### src/ddr_tpp_pkg.sv
// constants for the ddr timing, priority and statistics block
package ddr_tpp_pkg;
  // ==========================================================
  // register byte offsets
  localparam logic [7:0] OFF_CFG = 8'h00;
  localparam logic [7:0] OFF_TIM2 = 8'h04;
  localparam logic [7:0] OFF_CFG2 = 8'h08;
  localparam logic [7:0] OFF_PRIO = 8'h0c;
  localparam logic [7:0] OFF_PC1 = 8'h10;
  localparam logic [7:0] OFF_PC2 = 8'h14;
  localparam logic [7:0] OFF_FILT = 8'h18;
  localparam logic [7:0] OFF_STAT = 8'h1c;
  // ==========================================================
  // main configuration bits
  localparam int CFG_UNLOCK = 15;
  localparam int CFG_SPECIAL = 5;
  // ==========================================================
  // second timing register fields
  localparam int T2_RASMAX_LO = 27;
  localparam int T2_XP_LO = 25;
  localparam int T2_ODT_LO = 23;
  localparam int T2_XSNR_LO = 16;
  localparam int T2_XSRD_LO = 8;
  localparam int T2_RTP_LO = 5;
  localparam int T2_CKE_LO = 0;
  localparam logic [30:0] T2_RESET = 31'h4532a722;
  // ==========================================================
  // second configuration fields
  localparam int C2_PARTIAL_ARRAY_REFRESH_SELECT_LO = 16;
  localparam int C2_ROW_LO = 0;
  localparam logic [4:0] ROW_BITS_BASE = 5'h09;
  localparam logic [2:0] PARTIAL_ARRAY_REFRESH_SELECT_FOUR = 3'h0;
  localparam logic [2:0] PARTIAL_ARRAY_REFRESH_SELECT_TWO = 3'h1;
  localparam logic [2:0] PARTIAL_ARRAY_REFRESH_SELECT_ONE = 3'h2;
  localparam logic [2:0] PARTIAL_ARRAY_REFRESH_SELECT_HALF = 3'h5;
  localparam logic [2:0] PARTIAL_ARRAY_REFRESH_SELECT_QUARTER = 3'h6;
  // ==========================================================
  // priority raise and counter filter
  localparam logic [7:0] PRIO_RESET = 8'hff;
  localparam int FILT2_LO = 16;
  localparam logic [31:0] FILT_RESET = 32'h00010000;
  localparam logic [3:0] FC_RDWR = 4'h0;
  localparam logic [3:0] FC_ACT = 4'h1;
  localparam logic [3:0] FC_RD = 4'h2;
  localparam logic [3:0] FC_WR = 4'h3;
  localparam logic [3:0] FC_FULL = 4'h4;
  localparam logic [3:0] FC_RAISE = 4'h8;
  localparam logic [3:0] FC_PEND = 4'h9;
endpackage

### src/ddr_timing_priority_perfcount.sv
// timing second set, addressing, priority raise and performance counters
// Contract
// - timing register writable only while unlocked
// - row open limit is field plus one
// - power-down exit wait before non-read commands
// - termination delay field is storage only
// - self-refresh exit wait before non-read commands
// - self-refresh exit wait before read commands
// - last read to precharge spacing
// - spacing between clock-enable pin transitions
// - second configuration used only with special addressing
// - writing second configuration starts initialization
// - partial-array field decodes bank coverage
// - row-size code n gives nine plus n
// - raise oldest command after set transfers
// - raise count value N means N+1
// - open rows first on bank conflict
// - count zero follows strict master priority
// - two read-only counters reset to zero
// - counters clear only by module reset
// - filter 3h counts received write bursts
// - filter 9h counts fifo-not-empty memory cycles
//
// The placing of the registers and the plain strobed port were chosen for this implementation.
`timescale 1ns/100ps
module ddr_timing_priority_perfcount (
  // clock and reset
  input wire logic i_clk_sys,
  input wire logic i_srst,
  // register port
  input wire logic [7:0] i_addr,
  input wire logic [31:0] i_wdata,
  input wire logic i_wr,
  input wire logic i_rd,
  output logic [31:0] o_rdata,
  // memory clock from the link
  input wire logic i_mem_clk,
  // events from the controller core
  input wire logic i_pd_exit,
  input wire logic i_sr_exit,
  input wire logic i_rd_cmd,
  input wire logic i_act_cmd,
  input wire logic i_pre_cmd,
  input wire logic i_cke_toggle,
  input wire logic i_refresh_tick,
  input wire logic i_xfer,
  input wire logic i_rd_rx,
  input wire logic i_wr_rx,
  input wire logic i_fifo_full,
  input wire logic i_fifo_nonempty,
  // permissions and settings to the core
  output logic o_nonread_ok,
  output logic o_read_ok,
  output logic o_pre_ok,
  output logic o_cke_ok,
  output logic o_row_close_req,
  output logic o_raise_oldest,
  output logic o_open_row_first,
  output logic o_init_start,
  output logic [4:0] o_row_bits,
  output logic [2:0] o_partial_array_refresh_select_code
);

  // ==========================================================
  // register state
  logic [31:0] cfg;
  logic [30:0] tim2;
  logic [2:0] partial_array_refresh_select;
  logic [2:0] rowsize;
  logic [7:0] prio;
  logic [31:0] filt;
  logic [31:0] pc [2];

  // decoded strobes
  logic wr_cfg;
  logic wr_tim2;
  logic wr_cfg2;
  logic wr_prio;
  logic wr_filt;
  assign wr_cfg = i_wr && (i_addr == ddr_tpp_pkg::OFF_CFG);
  assign wr_tim2 = i_wr && (i_addr == ddr_tpp_pkg::OFF_TIM2);
  assign wr_cfg2 = i_wr && (i_addr == ddr_tpp_pkg::OFF_CFG2);
  assign wr_prio = i_wr && (i_addr == ddr_tpp_pkg::OFF_PRIO);
  assign wr_filt = i_wr && (i_addr == ddr_tpp_pkg::OFF_FILT);

  // timing fields
  logic [3:0] rasmax;
  logic [1:0] t_xp;
  logic [6:0] t_xsnr;
  logic [7:0] t_xsrd;
  logic [2:0] t_rtp;
  logic [4:0] t_cke;
  logic unlock;
  assign rasmax = tim2[ddr_tpp_pkg::T2_RASMAX_LO +: 4];
  assign t_xp = tim2[ddr_tpp_pkg::T2_XP_LO +: 2];
  assign t_xsnr = tim2[ddr_tpp_pkg::T2_XSNR_LO +: 7];
  assign t_xsrd = tim2[ddr_tpp_pkg::T2_XSRD_LO +: 8];
  assign t_rtp = tim2[ddr_tpp_pkg::T2_RTP_LO +: 3];
  assign t_cke = tim2[ddr_tpp_pkg::T2_CKE_LO +: 5];
  assign unlock = cfg[ddr_tpp_pkg::CFG_UNLOCK];

  // ==========================================================
  // main configuration register
  always_ff @(posedge i_clk_sys) begin
    if (i_srst) begin
      cfg <= 32'h00000000;
    end else if (wr_cfg) begin
      cfg <= i_wdata;
    end
  end

  // second timing register, held while locked
  always_ff @(posedge i_clk_sys) begin
    if (i_srst) begin
      tim2 <= ddr_tpp_pkg::T2_RESET;
    end else if (wr_tim2 && unlock) begin
      tim2 <= i_wdata[30:0]; // termination delay kept only
    end
  end // locked writes dropped

  // second configuration register and init kick
  always_ff @(posedge i_clk_sys) begin
    if (i_srst) begin
      partial_array_refresh_select <= 3'h0;
      rowsize <= 3'h0;
      o_init_start <= 1'b0;
    end else begin
      o_init_start <= wr_cfg2;
      if (wr_cfg2) begin
        partial_array_refresh_select <= i_wdata[ddr_tpp_pkg::C2_PARTIAL_ARRAY_REFRESH_SELECT_LO +: 3];
        rowsize <= i_wdata[ddr_tpp_pkg::C2_ROW_LO +: 3];
      end
    end
  end

  // priority raise and filter registers
  always_ff @(posedge i_clk_sys) begin
    if (i_srst) begin
      prio <= ddr_tpp_pkg::PRIO_RESET;
      filt <= ddr_tpp_pkg::FILT_RESET;
    end else begin
      if (wr_prio) begin
        prio <= i_wdata[7:0];
      end
      if (wr_filt) begin
        filt <= i_wdata;
      end
    end
  end

  // ==========================================================
  // addressing settings, applied only in special addressing
  logic special;
  logic [2:0] next_partial_array_refresh_select;
  assign special = cfg[ddr_tpp_pkg::CFG_SPECIAL];

  // reserved partial-array codes fall back to full coverage
  always_comb begin
    case (partial_array_refresh_select)
      ddr_tpp_pkg::PARTIAL_ARRAY_REFRESH_SELECT_TWO: next_partial_array_refresh_select = partial_array_refresh_select;
      ddr_tpp_pkg::PARTIAL_ARRAY_REFRESH_SELECT_ONE: next_partial_array_refresh_select = partial_array_refresh_select;
      ddr_tpp_pkg::PARTIAL_ARRAY_REFRESH_SELECT_HALF: next_partial_array_refresh_select = partial_array_refresh_select;
      ddr_tpp_pkg::PARTIAL_ARRAY_REFRESH_SELECT_QUARTER: next_partial_array_refresh_select = partial_array_refresh_select;
      default: next_partial_array_refresh_select = ddr_tpp_pkg::PARTIAL_ARRAY_REFRESH_SELECT_FOUR;
    endcase
  end

  always_ff @(posedge i_clk_sys) begin
    if (i_srst) begin
      o_row_bits <= ddr_tpp_pkg::ROW_BITS_BASE;
      o_partial_array_refresh_select_code <= ddr_tpp_pkg::PARTIAL_ARRAY_REFRESH_SELECT_FOUR;
    end else if (special) begin
      o_row_bits <= ddr_tpp_pkg::ROW_BITS_BASE + {2'b00, rowsize};
      o_partial_array_refresh_select_code <= next_partial_array_refresh_select;
    end else begin
      o_row_bits <= ddr_tpp_pkg::ROW_BITS_BASE;
      o_partial_array_refresh_select_code <= ddr_tpp_pkg::PARTIAL_ARRAY_REFRESH_SELECT_FOUR;
    end
  end

  // ==========================================================
  // memory clock sampling and edge detect
  logic mclk_s1;
  logic mclk_s2;
  logic mclk_s3;
  logic mtick;
  always_ff @(posedge i_clk_sys) begin
    if (i_srst) begin
      mclk_s1 <= 1'b0;
      mclk_s2 <= 1'b0;
      mclk_s3 <= 1'b0;
    end else begin
      mclk_s1 <= i_mem_clk;
      mclk_s2 <= mclk_s1;
      mclk_s3 <= mclk_s2;
    end
  end
  assign mtick = mclk_s2 && !mclk_s3;

  // ==========================================================
  // memory-cycle wait timers
  function automatic logic [8:0] tmr(input logic ld, input logic [8:0] v,
                                     input logic [8:0] c, input logic t);
    if (ld) begin
      tmr = v;
    end else if (t && (c != 9'h000)) begin
      tmr = c - 9'h001;
    end else begin
      tmr = c;
    end
  endfunction

  logic [8:0] nr_cnt;
  logic [8:0] rd_cnt;
  logic [8:0] rtp_cnt;
  logic [8:0] cke_cnt;
  logic [8:0] nr_load;
  logic [8:0] next_nr;
  logic [8:0] next_rd;
  logic [8:0] next_rtp;
  logic [8:0] next_cke;

  // load value is field plus one memory cycles
  always_comb begin
    if (i_sr_exit) begin
      nr_load = {2'b00, t_xsnr} + 9'h001;
    end else begin
      nr_load = {7'h00, t_xp} + 9'h001;
    end
  end
  assign next_nr = tmr(i_pd_exit || i_sr_exit, nr_load, nr_cnt, mtick);
  assign next_rd = tmr(i_sr_exit, {1'b0, t_xsrd} + 9'h001, rd_cnt, mtick);
  assign next_rtp = tmr(i_rd_cmd, {6'h00, t_rtp} + 9'h001, rtp_cnt, mtick);
  assign next_cke = tmr(i_cke_toggle, {4'h0, t_cke} + 9'h001, cke_cnt, mtick);

  // timers and the permissions they gate
  always_ff @(posedge i_clk_sys) begin
    if (i_srst) begin
      nr_cnt <= 9'h000;
      rd_cnt <= 9'h000;
      rtp_cnt <= 9'h000;
      cke_cnt <= 9'h000;
      o_nonread_ok <= 1'b1;
      o_read_ok <= 1'b1;
      o_pre_ok <= 1'b1;
      o_cke_ok <= 1'b1;
    end else begin
      nr_cnt <= next_nr;
      rd_cnt <= next_rd;
      rtp_cnt <= next_rtp;
      cke_cnt <= next_cke;
      o_nonread_ok <= (next_nr == 9'h000);
      o_read_ok <= (next_rd == 9'h000);
      o_pre_ok <= (next_rtp == 9'h000);
      o_cke_ok <= (next_cke == 9'h000);
    end
  end

  // ==========================================================
  // maximum row open time in refresh intervals
  logic row_open;
  logic [4:0] ras_cnt;
  always_ff @(posedge i_clk_sys) begin
    if (i_srst) begin
      row_open <= 1'b0;
      ras_cnt <= 5'h00;
      o_row_close_req <= 1'b0;
    end else if (i_pre_cmd) begin
      row_open <= 1'b0;
      ras_cnt <= 5'h00;
      o_row_close_req <= 1'b0;
    end else if (i_act_cmd) begin
      row_open <= 1'b1;
      ras_cnt <= 5'h00;
      o_row_close_req <= 1'b0;
    end else if (row_open && i_refresh_tick && !o_row_close_req) begin
      ras_cnt <= ras_cnt + 5'h01;
      if (ras_cnt == {1'b0, rasmax}) begin // limit is rasmax plus one
        o_row_close_req <= 1'b1;
      end
    end
  end

  // ==========================================================
  // oldest-command priority raise
  logic [8:0] xfer_cnt;
  always_ff @(posedge i_clk_sys) begin
    if (i_srst) begin
      xfer_cnt <= 9'h000;
      o_raise_oldest <= 1'b0;
    end else if (i_xfer) begin
      // at or past the count, so lowering the count never stalls the raise
      if (xfer_cnt >= {1'b0, prio}) begin // N means N+1 transfers
        xfer_cnt <= 9'h000;
        o_raise_oldest <= 1'b1;
      end else begin
        xfer_cnt <= xfer_cnt + 9'h001;
        o_raise_oldest <= 1'b0;
      end
    end else begin
      o_raise_oldest <= 1'b0;
    end
  end

  // open rows first unless count is zero
  always_ff @(posedge i_clk_sys) begin
    if (i_srst) begin
      o_open_row_first <= 1'b1;
    end else begin
      o_open_row_first <= (prio != 8'h00);
    end
  end

  // ==========================================================
  // performance counters, cleared only by reset
  genvar gi;
  generate
    for (gi = 0; gi < 2; gi++) begin : g_pc
      logic [3:0] code;
      logic inc;
      assign code = filt[gi * ddr_tpp_pkg::FILT2_LO +: 4];
      // event selection by filter code
      always_comb begin
        case (code)
          ddr_tpp_pkg::FC_RDWR: inc = i_rd_rx || i_wr_rx;
          ddr_tpp_pkg::FC_ACT: inc = i_act_cmd;
          ddr_tpp_pkg::FC_RD: inc = i_rd_rx;
          ddr_tpp_pkg::FC_WR: inc = i_wr_rx;
          ddr_tpp_pkg::FC_FULL: inc = mtick && i_fifo_full;
          ddr_tpp_pkg::FC_RAISE: inc = o_raise_oldest;
          ddr_tpp_pkg::FC_PEND: inc = mtick && i_fifo_nonempty;
          default: inc = 1'b0;
        endcase
      end
      always_ff @(posedge i_clk_sys) begin
        if (i_srst) begin
          pc[gi] <= 32'h00000000;
        end else if (inc) begin
          pc[gi] <= pc[gi] + 32'h00000001; // wraps
        end
      end
    end
  endgenerate

  // ==========================================================
  // read data, one cycle after the strobe
  always_ff @(posedge i_clk_sys) begin
    if (i_srst) begin
      o_rdata <= 32'h00000000;
    end else if (i_rd) begin
      case (i_addr)
        ddr_tpp_pkg::OFF_CFG: o_rdata <= cfg;
        ddr_tpp_pkg::OFF_TIM2: o_rdata <= {1'b0, tim2};
        ddr_tpp_pkg::OFF_CFG2: o_rdata <= {13'h0000, partial_array_refresh_select, 13'h0000, rowsize};
        ddr_tpp_pkg::OFF_PRIO: o_rdata <= {24'h000000, prio};
        ddr_tpp_pkg::OFF_PC1: o_rdata <= pc[0];
        ddr_tpp_pkg::OFF_PC2: o_rdata <= pc[1];
        ddr_tpp_pkg::OFF_FILT: o_rdata <= filt;
        ddr_tpp_pkg::OFF_STAT: o_rdata <= {27'h0000000, o_row_close_req,
                                           o_cke_ok, o_pre_ok, o_read_ok, o_nonread_ok};
        default: o_rdata <= 32'h00000000;
      endcase
    end else begin
      o_rdata <= 32'h00000000;
    end
  end

  // ==========================================================
  // checks
  property p_lock;
    @(posedge i_clk_sys) disable iff (i_srst)
    (wr_tim2 && !unlock) |=> (tim2 == $past(tim2));
  endproperty
  a_lock: assert property (p_lock)
    else $error("locked timing write changed register");

  property p_init;
    @(posedge i_clk_sys) disable iff (i_srst)
    wr_cfg2 |=> o_init_start;
  endproperty
  a_init: assert property (p_init)
    else $error("no init start after config write");

  property p_pd;
    @(posedge i_clk_sys) disable iff (i_srst)
    (i_pd_exit && !i_sr_exit) |=> !o_nonread_ok;
  endproperty
  a_pd: assert property (p_pd)
    else $error("non-read allowed right after power-down exit");

  property p_sr;
    @(posedge i_clk_sys) disable iff (i_srst)
    i_sr_exit |=> (!o_read_ok && (rd_cnt == {1'b0, $past(t_xsrd)} + 9'h001));
  endproperty
  a_sr: assert property (p_sr)
    else $error("read wait not loaded after self-refresh exit");

  property p_rtp;
    @(posedge i_clk_sys) disable iff (i_srst)
    (i_rd_cmd && !mtick) |=> !o_pre_ok ##0 (rtp_cnt == {6'h00, $past(t_rtp)} + 9'h001);
  endproperty
  a_rtp: assert property (p_rtp)
    else $error("precharge wait wrong after read");

  property p_cke;
    @(posedge i_clk_sys) disable iff (i_srst)
    i_cke_toggle |=> !o_cke_ok [*2];
  endproperty
  a_cke: assert property (p_cke)
    else $error("clock-enable spacing too short");

  property p_strict;
    @(posedge i_clk_sys) disable iff (i_srst)
    (prio == 8'h00) && ($past(prio) == 8'h00) |-> !o_open_row_first;
  endproperty
  a_strict: assert property (p_strict)
    else $error("open rows favoured with count zero");

  property p_raise0;
    @(posedge i_clk_sys) disable iff (i_srst)
    (i_xfer && (prio == 8'h00)) |=> o_raise_oldest;
  endproperty
  a_raise0: assert property (p_raise0)
    else $error("count zero did not raise after one transfer");

  property p_pc_hold;
    @(posedge i_clk_sys) disable iff (i_srst)
    !$past(g_pc[0].inc) |-> (pc[0] == $past(pc[0]));
  endproperty
  a_pc_hold: assert property (p_pc_hold)
    else $error("counter changed without event");

endmodule

### config.mk
export PLATFORM = sky130hd
export DESIGN_NAME = ddr_timing_priority_perfcount
export DESIGN_NICKNAME = d
export VERILOG_FILES = /design/src/ddr_tpp_pkg.sv /design/src/ddr_timing_priority_perfcount.sv
export SDC_FILE = /design/constraint.sdc
export NUM_CORES = 1
export LEC_CHECK = 0
export ABC_CLOCK_PERIOD_IN_PS = 2900
export BUFFER_PORTS_ARGS = -buffer_cell sky130_fd_sc_hd__buf_2
export CAP_MARGIN = 20
export CORE_ASPECT_RATIO = 1.25
export CORE_UTILIZATION = 35
export CTS_CLUSTER_SIZE = 20
export DETAILED_ROUTE_END_ITERATION = 8
export SLEW_MARGIN = 30
export SYNTH_ARGS = -nofsm -noshare
export SYNTH_HDL_FRONTEND = slang
export SYNTH_SLANG_ARGS = --single-unit
### constraint.sdc
create_clock -name i_clk_sys -period 2.9 [get_ports i_clk_sys]
set_input_delay 0.435 -clock i_clk_sys [delete_from_list [all_inputs] [get_ports i_clk_sys]]
set_output_delay 0.435 -clock i_clk_sys [all_outputs]
set_load 0.03 [all_outputs]
# == Yosys cells after proc, flatten, opt, wreduce, memory -nomap -nowiden ==
# Memory sizes are Yosys's and may differ from the RTL's.
# Index checks and enable logic that the tools add are counted.
# classes
add_sub_neg,14
order_cmp,1
n_eq_ne,24
n_mux,24
n_bitwise,6
reduce_logical,39
# ops
cell,n
one-hot mux 32 bit (8 select lines),1
2-to-1 mux 9 bit,9
"adder 32 x 1 -> 32 bit, second input constant",2
2-to-1 mux 32 bit,2
logical NOT 9 bit,4
nonzero test 9 bit,4
"subtractor 9 x 1 -> 9 bit, second input constant",4
"equality test 8 x 5 -> 1 bit, second input constant",4
"equality test 4 x 2 -> 1 bit, second input constant",4
"equality test 4 bit, second input constant",4
"equality test 8 x 4 -> 1 bit, second input constant",2
logical AND 1 bit,15
one-hot mux 1 bit (7 select lines),2
"adder 8 x 1 -> 9 bit, second input constant",1
"adder 9 x 1 -> 9 bit, second input constant",1
greater-or-equal comparator 9 x 8 -> 1 bit,1
2-to-1 mux 1 bit,9
"adder 7 x 1 -> 8 bit, second input constant",1
"equality test 4 x 1 -> 1 bit, second input constant",2
"equality test 4 x 3 -> 1 bit, second input constant",2
"equality test 8 x 3 -> 1 bit, second input constant",1
logical NOT 4 bit,2
logical NOT 8 bit,1
2-to-1 mux 8 bit,1
18 further kinds,29
# totals
register_bits,211
ram_bits,64
in_bits,57
out_inout_bits,48
n_memories,1
# memory_table
name,depth,word_bits,read_ports,rd_ports_with_merged_regs,wr,line_no,rtl
pc,2,32,2,0,2,ddr_timing_priority_perfcount.sv:72,logic [31:0] pc [2];

# == Longest topological paths before layout ==
# depth
depth_word,8
depth_mapped,9
mapped_depth_nobuf,8

# == Worst setup path after synthesis ==
# No wires, ideal clock.
# synth_path
path_type,reg2reg
from,register nr_cnt[0]
to,register o_nonread_ok
arrival_time_ps,2196
slack_ps,589
stages_incl_launch_ff,10
path_buffers,1
synth_period_minus_slack_ps,2311
path_cell_list,dfxtp_1 -> inv_1 -> ha_1 -> or4b_2 -> o21a_1 -> buf_2 -> nor3b_1 -> o211ai_1 -> nor4b_2 -> a31o_1
# synth_between
elab_chain_cells,5
# synth_lines
element,line_no,rtl
"start, declared",ddr_timing_priority_perfcount.sv:213,logic [8:0] nr_cnt;
"start signal, assigned",ddr_timing_priority_perfcount.sv:248,nr_cnt <= next_nr;
branches (longest 2 deep; another with subtractor 9 x 1 -> 9 bit),-,
2-to-1 mux 9 bit (*),ddr_timing_priority_perfcount.sv:206,end else if (t && (c != 9'h000)) begin
2-to-1 mux 9 bit (*),ddr_timing_priority_perfcount.sv:204,if (ld) begin
logical NOT 9 bit (*),ddr_timing_priority_perfcount.sv:252,o_nonread_ok <= (next_nr == 9'h000);
"end signal, assigned",ddr_timing_priority_perfcount.sv:252,
"end, declared",ddr_timing_priority_perfcount.sv:52,"output logic o_nonread_ok,"
# Every way passes the cells marked *.
# A chain may end at the register's enable or synchronous reset.

# == Final worst setup path ==
# layout_path
from,register rd_cnt[0]
to,register o_read_ok
# layout_between
elab_chain_cells,5
# layout_lines
element,line_no,rtl
"start, declared",ddr_timing_priority_perfcount.sv:214,logic [8:0] rd_cnt;
"start signal, assigned",ddr_timing_priority_perfcount.sv:249,rd_cnt <= next_rd;
branches (longest 2 deep; another with subtractor 9 x 1 -> 9 bit),-,
2-to-1 mux 9 bit (*),ddr_timing_priority_perfcount.sv:206,
2-to-1 mux 9 bit (*),ddr_timing_priority_perfcount.sv:204,
logical NOT 9 bit (*),ddr_timing_priority_perfcount.sv:253,o_read_ok <= (next_rd == 9'h000);
"end signal, assigned",ddr_timing_priority_perfcount.sv:253,
"end, declared",ddr_timing_priority_perfcount.sv:53,"output logic o_read_ok,"
# Marks and branches as above.

==> flow_summary.json <==
{
  "yosysMostFrequentCell": "nand2_1",
  "ys_ff_latch": 275,
  "cts.hold.buffers_added": 0,
  "syn_avg_cell_area_um2": 8.83,
  "crit_fanout": 5,
  "grt_max_degree": 69,
  "hold_path.class": "primary input to register",
  "required_ps": 3400,
  "drive_above_1_share_pct": 13.3,
  "power_density_nw_per_um2": 541,
  "post-cts-setup-buffer-count": 0,
  "cp_slowest_cell": "or4bb_1",
  "syn_area_um2": 13200,
  "fp-row-count": 79,
  "die_w_um": 176,
  "power.leakage_nw": 5.54,
  "syn_inst": 1493,
  "wl_um": 39100,
  "synth_area_leaders": "dfxtp_1 (32%), edfxtp_1 (15%), nand2_1 (7.3%)",
  "fin_area_um2": 15200,
  "drcViolationCount": 0,
  "yosysSeqAreaShare_pct": 46.6,
  "critPathCaptureType": "register",
  "cts_made_buffers": 29,
  "synthMuxAreaShare_pct": 1.66,
  "area_growth_pct": 15.4,
  "finalSetupTns_ps": 0,
  "synth_edf_count": 64,
  "status": "finished clean",
  "cts_tree": "yes",
  "antenna_found_initial": 0,
  "port_buffers": 104,
  "fp.coreArea_um2": 37200,
  "h-tree-depth": 1,
  "synth_top_family_by_area": "simple AND/OR/NAND/NOR gates",
  "ios": 105,
  "slew_headroom_pct": 49.3,
  "arrival_ps": 3020,
  "synth_compound_area_share_pct": 15.5,
  "setup_violations": 0,
  "die_h_um": 219,
  "startpoint_type": "register",
  "first_pass_iters": 8,
  "async_flop_share_pct": 0,
  "placed_area_um2": 14300,
  "clock-sinks": 275,
  "clock_path_buffers": 3,
  "cts-root-buf": "clkbuf_16",
  "crit_path_max_incr_delay_ps": 580,
  "vias": 11400,
  "routedWlPerCell_um": 18.8,
  "yosys_warnings": 0,
  "diodes": 0,
  "synth_fa_ha_area_share_pct": 2.18,
  "start_util_pct": 35.5,
  "grt_pass1_wl_um": 61500,
  "hpwlAfterDp_um": 28200,
  "drv_slew": 0,
  "final_nets": 1654,
  "ys_top_cells_by_count": "nand2_1 (257), dfxtp_1 (211), a21oi_1 (141)",
  "critPathKind": "register to register",
  "ant_nets": 0,
  "grtUsageTotal_pct": 20.3,
  "mappedNetlistNets": 1573,
  "yosysTopAreaCell": "dfxtp_1",
  "grt-ovfl-total": 0,
  "clock_skew_ps": 11.7,
  "worst_pin_slew_ps": 760,
  "routed_via_density": 5.49,
  "synth_flop_cell": "dfxtp_1",
  "hold_viol_final": 0,
  "cp_cell_sequence": "inv_1, ha_1, or4bb_1, o311ai_1, o21ai_1, a2111oi_0, o211a_1, a31o_1",
  "ys_types": 81,
  "dieArea_um2": 38400,
  "clk_pin_slew_ps": 60,
  "ir_drop_mv": 0.401,
  "rsz0062_at_grt": "false",
  "netlist.area_leader.share_pct": 32.0,
  "grt_pass1_vias": 10900,
  "first_iter_violations": 953,
  "min_period_over_period_pct": 86.7,
  "drv_cap": 0,
  "yosys.area_share.simple_pct": 23.2,
  "max_freq_mhz": 398,
  "post-route-min-period_ps": 2510,
  "ctsResizeCount": 0,
  "clock_latency_ps": 570,
  "filler_cell_count": 3763,
  "synthXorXnorAreaFrac_pct": 7.04,
  "gp_congestion": 0.871
}
==> worst max-delay path, delay by kind of cell, from the launching register on <==
kind | cells | cell delay, ps
AND/OR/NAND/NOR | 1 | 580
AO/OA/AOI/OAI | 5 | 1250
buffers and inverters | 1 | 100
adder cells (fa/ha/maj) | 1 | 210
flip-flops | 1 | 320
==> kinds of logic (layout without fill, tap and decap cells) <==
group,Yosys count,after routing
xor+xnor,106,106
flops,275,275
fa+ha+maj,23,23
compound gates,304,304
buf+inv,126,230
mux,18,18
simple gates,641,641
==> path summary, 6_finish.rpt <==
kind / to / cells after the start / slack [ps] / startpoint
setup / recovery: o_read_ok / 8 / 390 / rd_cnt[0]
hold / removal: row_open / 2 / 40 / i_pre_cmd
setup reg to reg: o_read_ok / 8 / 390 / rd_cnt[0]
hold reg to reg: o_row_bits[0] / 1 / 450 / rowsize[0]
==> layer usage <==
metal	GRT usage (%)	vias up	part of all wire (%)
met5	0	-	0
met4	10.0	0	4.4
met3	2.53	79	5.4
met2	33.1	348	47
met1	26.5	5526	44
li1	-	5490	-
==> power breakdown <==
group | switching (mW) | total, mW | internal (mW) | leakage [nW]
clock | 1.54 | 3.57 | 2.04 | 0.448
sequential | 0.124 | 4.14 | 4.02 | 2.43
combinational | 0.318 | 0.510 | 0.191 | 2.66
total | 1.98 | 8.23 | 6.25 | 5.54
==> metrics by stage <==
step	hold slack (ps)	cells	util, %	power (mW)	setup WS, ps
after detailed placement	443	2029	38.5	4.73	146
final	39.1	2083	40.9	8.23	386
after global placement	441	2029	38.5	4.72	142
after CTS	21.4	2083	40.9	8.30	368
after floorplan	400	1493	-	4.51	589
after global routing	40.7	2083	40.9	8.53	239
==> area by class of cell <==
| class | count | area [um2] | area share (%) |
|---|---|---|---|
| multi-input combinational | 1092 | 6550 | 43.0 |
| sequential | 275 | 6150 | 40.4 |
| timing repair buffer | 144 | 886 | 5.82 |
| clock buffer | 43 | 818 | 5.38 |
| tap | 486 | 608 | 4.00 |
| inverter | 32 | 120 | 0.790 |
| clock inverter | 11 | 86.3 | 0.568 |
==> placed cells by master, fill, tap and decap left out, types with 8 or more instances in the layout <==
cell and count:
buf_4 36, a22oi_1 33, and3_1 23, a211oi_1 13, dfxtp_1 211, nor4_1 12, a31oi_1 11, a21oi_1 141
nand2b_1 12, a221oi_1 8, nand3_1 48, nor2b_1 15, ha_1 23, clkbuf_16 29, buf_2 103, edfxtp_1 64
inv_1 32, a222oi_1 27, nand4_1 32, nor3_1 34, clkbuf_1 10, or3_1 8, a211o_1 12, xor2_1 56
nand3b_1 17, nor2_1 133, o21ai_0 13, nand2_1 257, mux2i_1 14, xnor2_1 50, clkinv_2 8
==> flip-flops by register name, summed over array words and instances, names as in the netlist, 3 cells and up <==
name / flops
pc: 64
rd_cnt: 9
rowsize: 3
nr_cnt: 9
partial_array_refresh_select: 3
tim2: 31
ras_cnt: 5
rtp_cnt: 9
cfg: 32
xfer_cnt: 9
prio: 8
o_partial_array_refresh_select_code: 3
filt: 32
o_row_bits: 5
cke_cnt: 9
o_rdata: 32
Power figures use the tool's default switching activity.
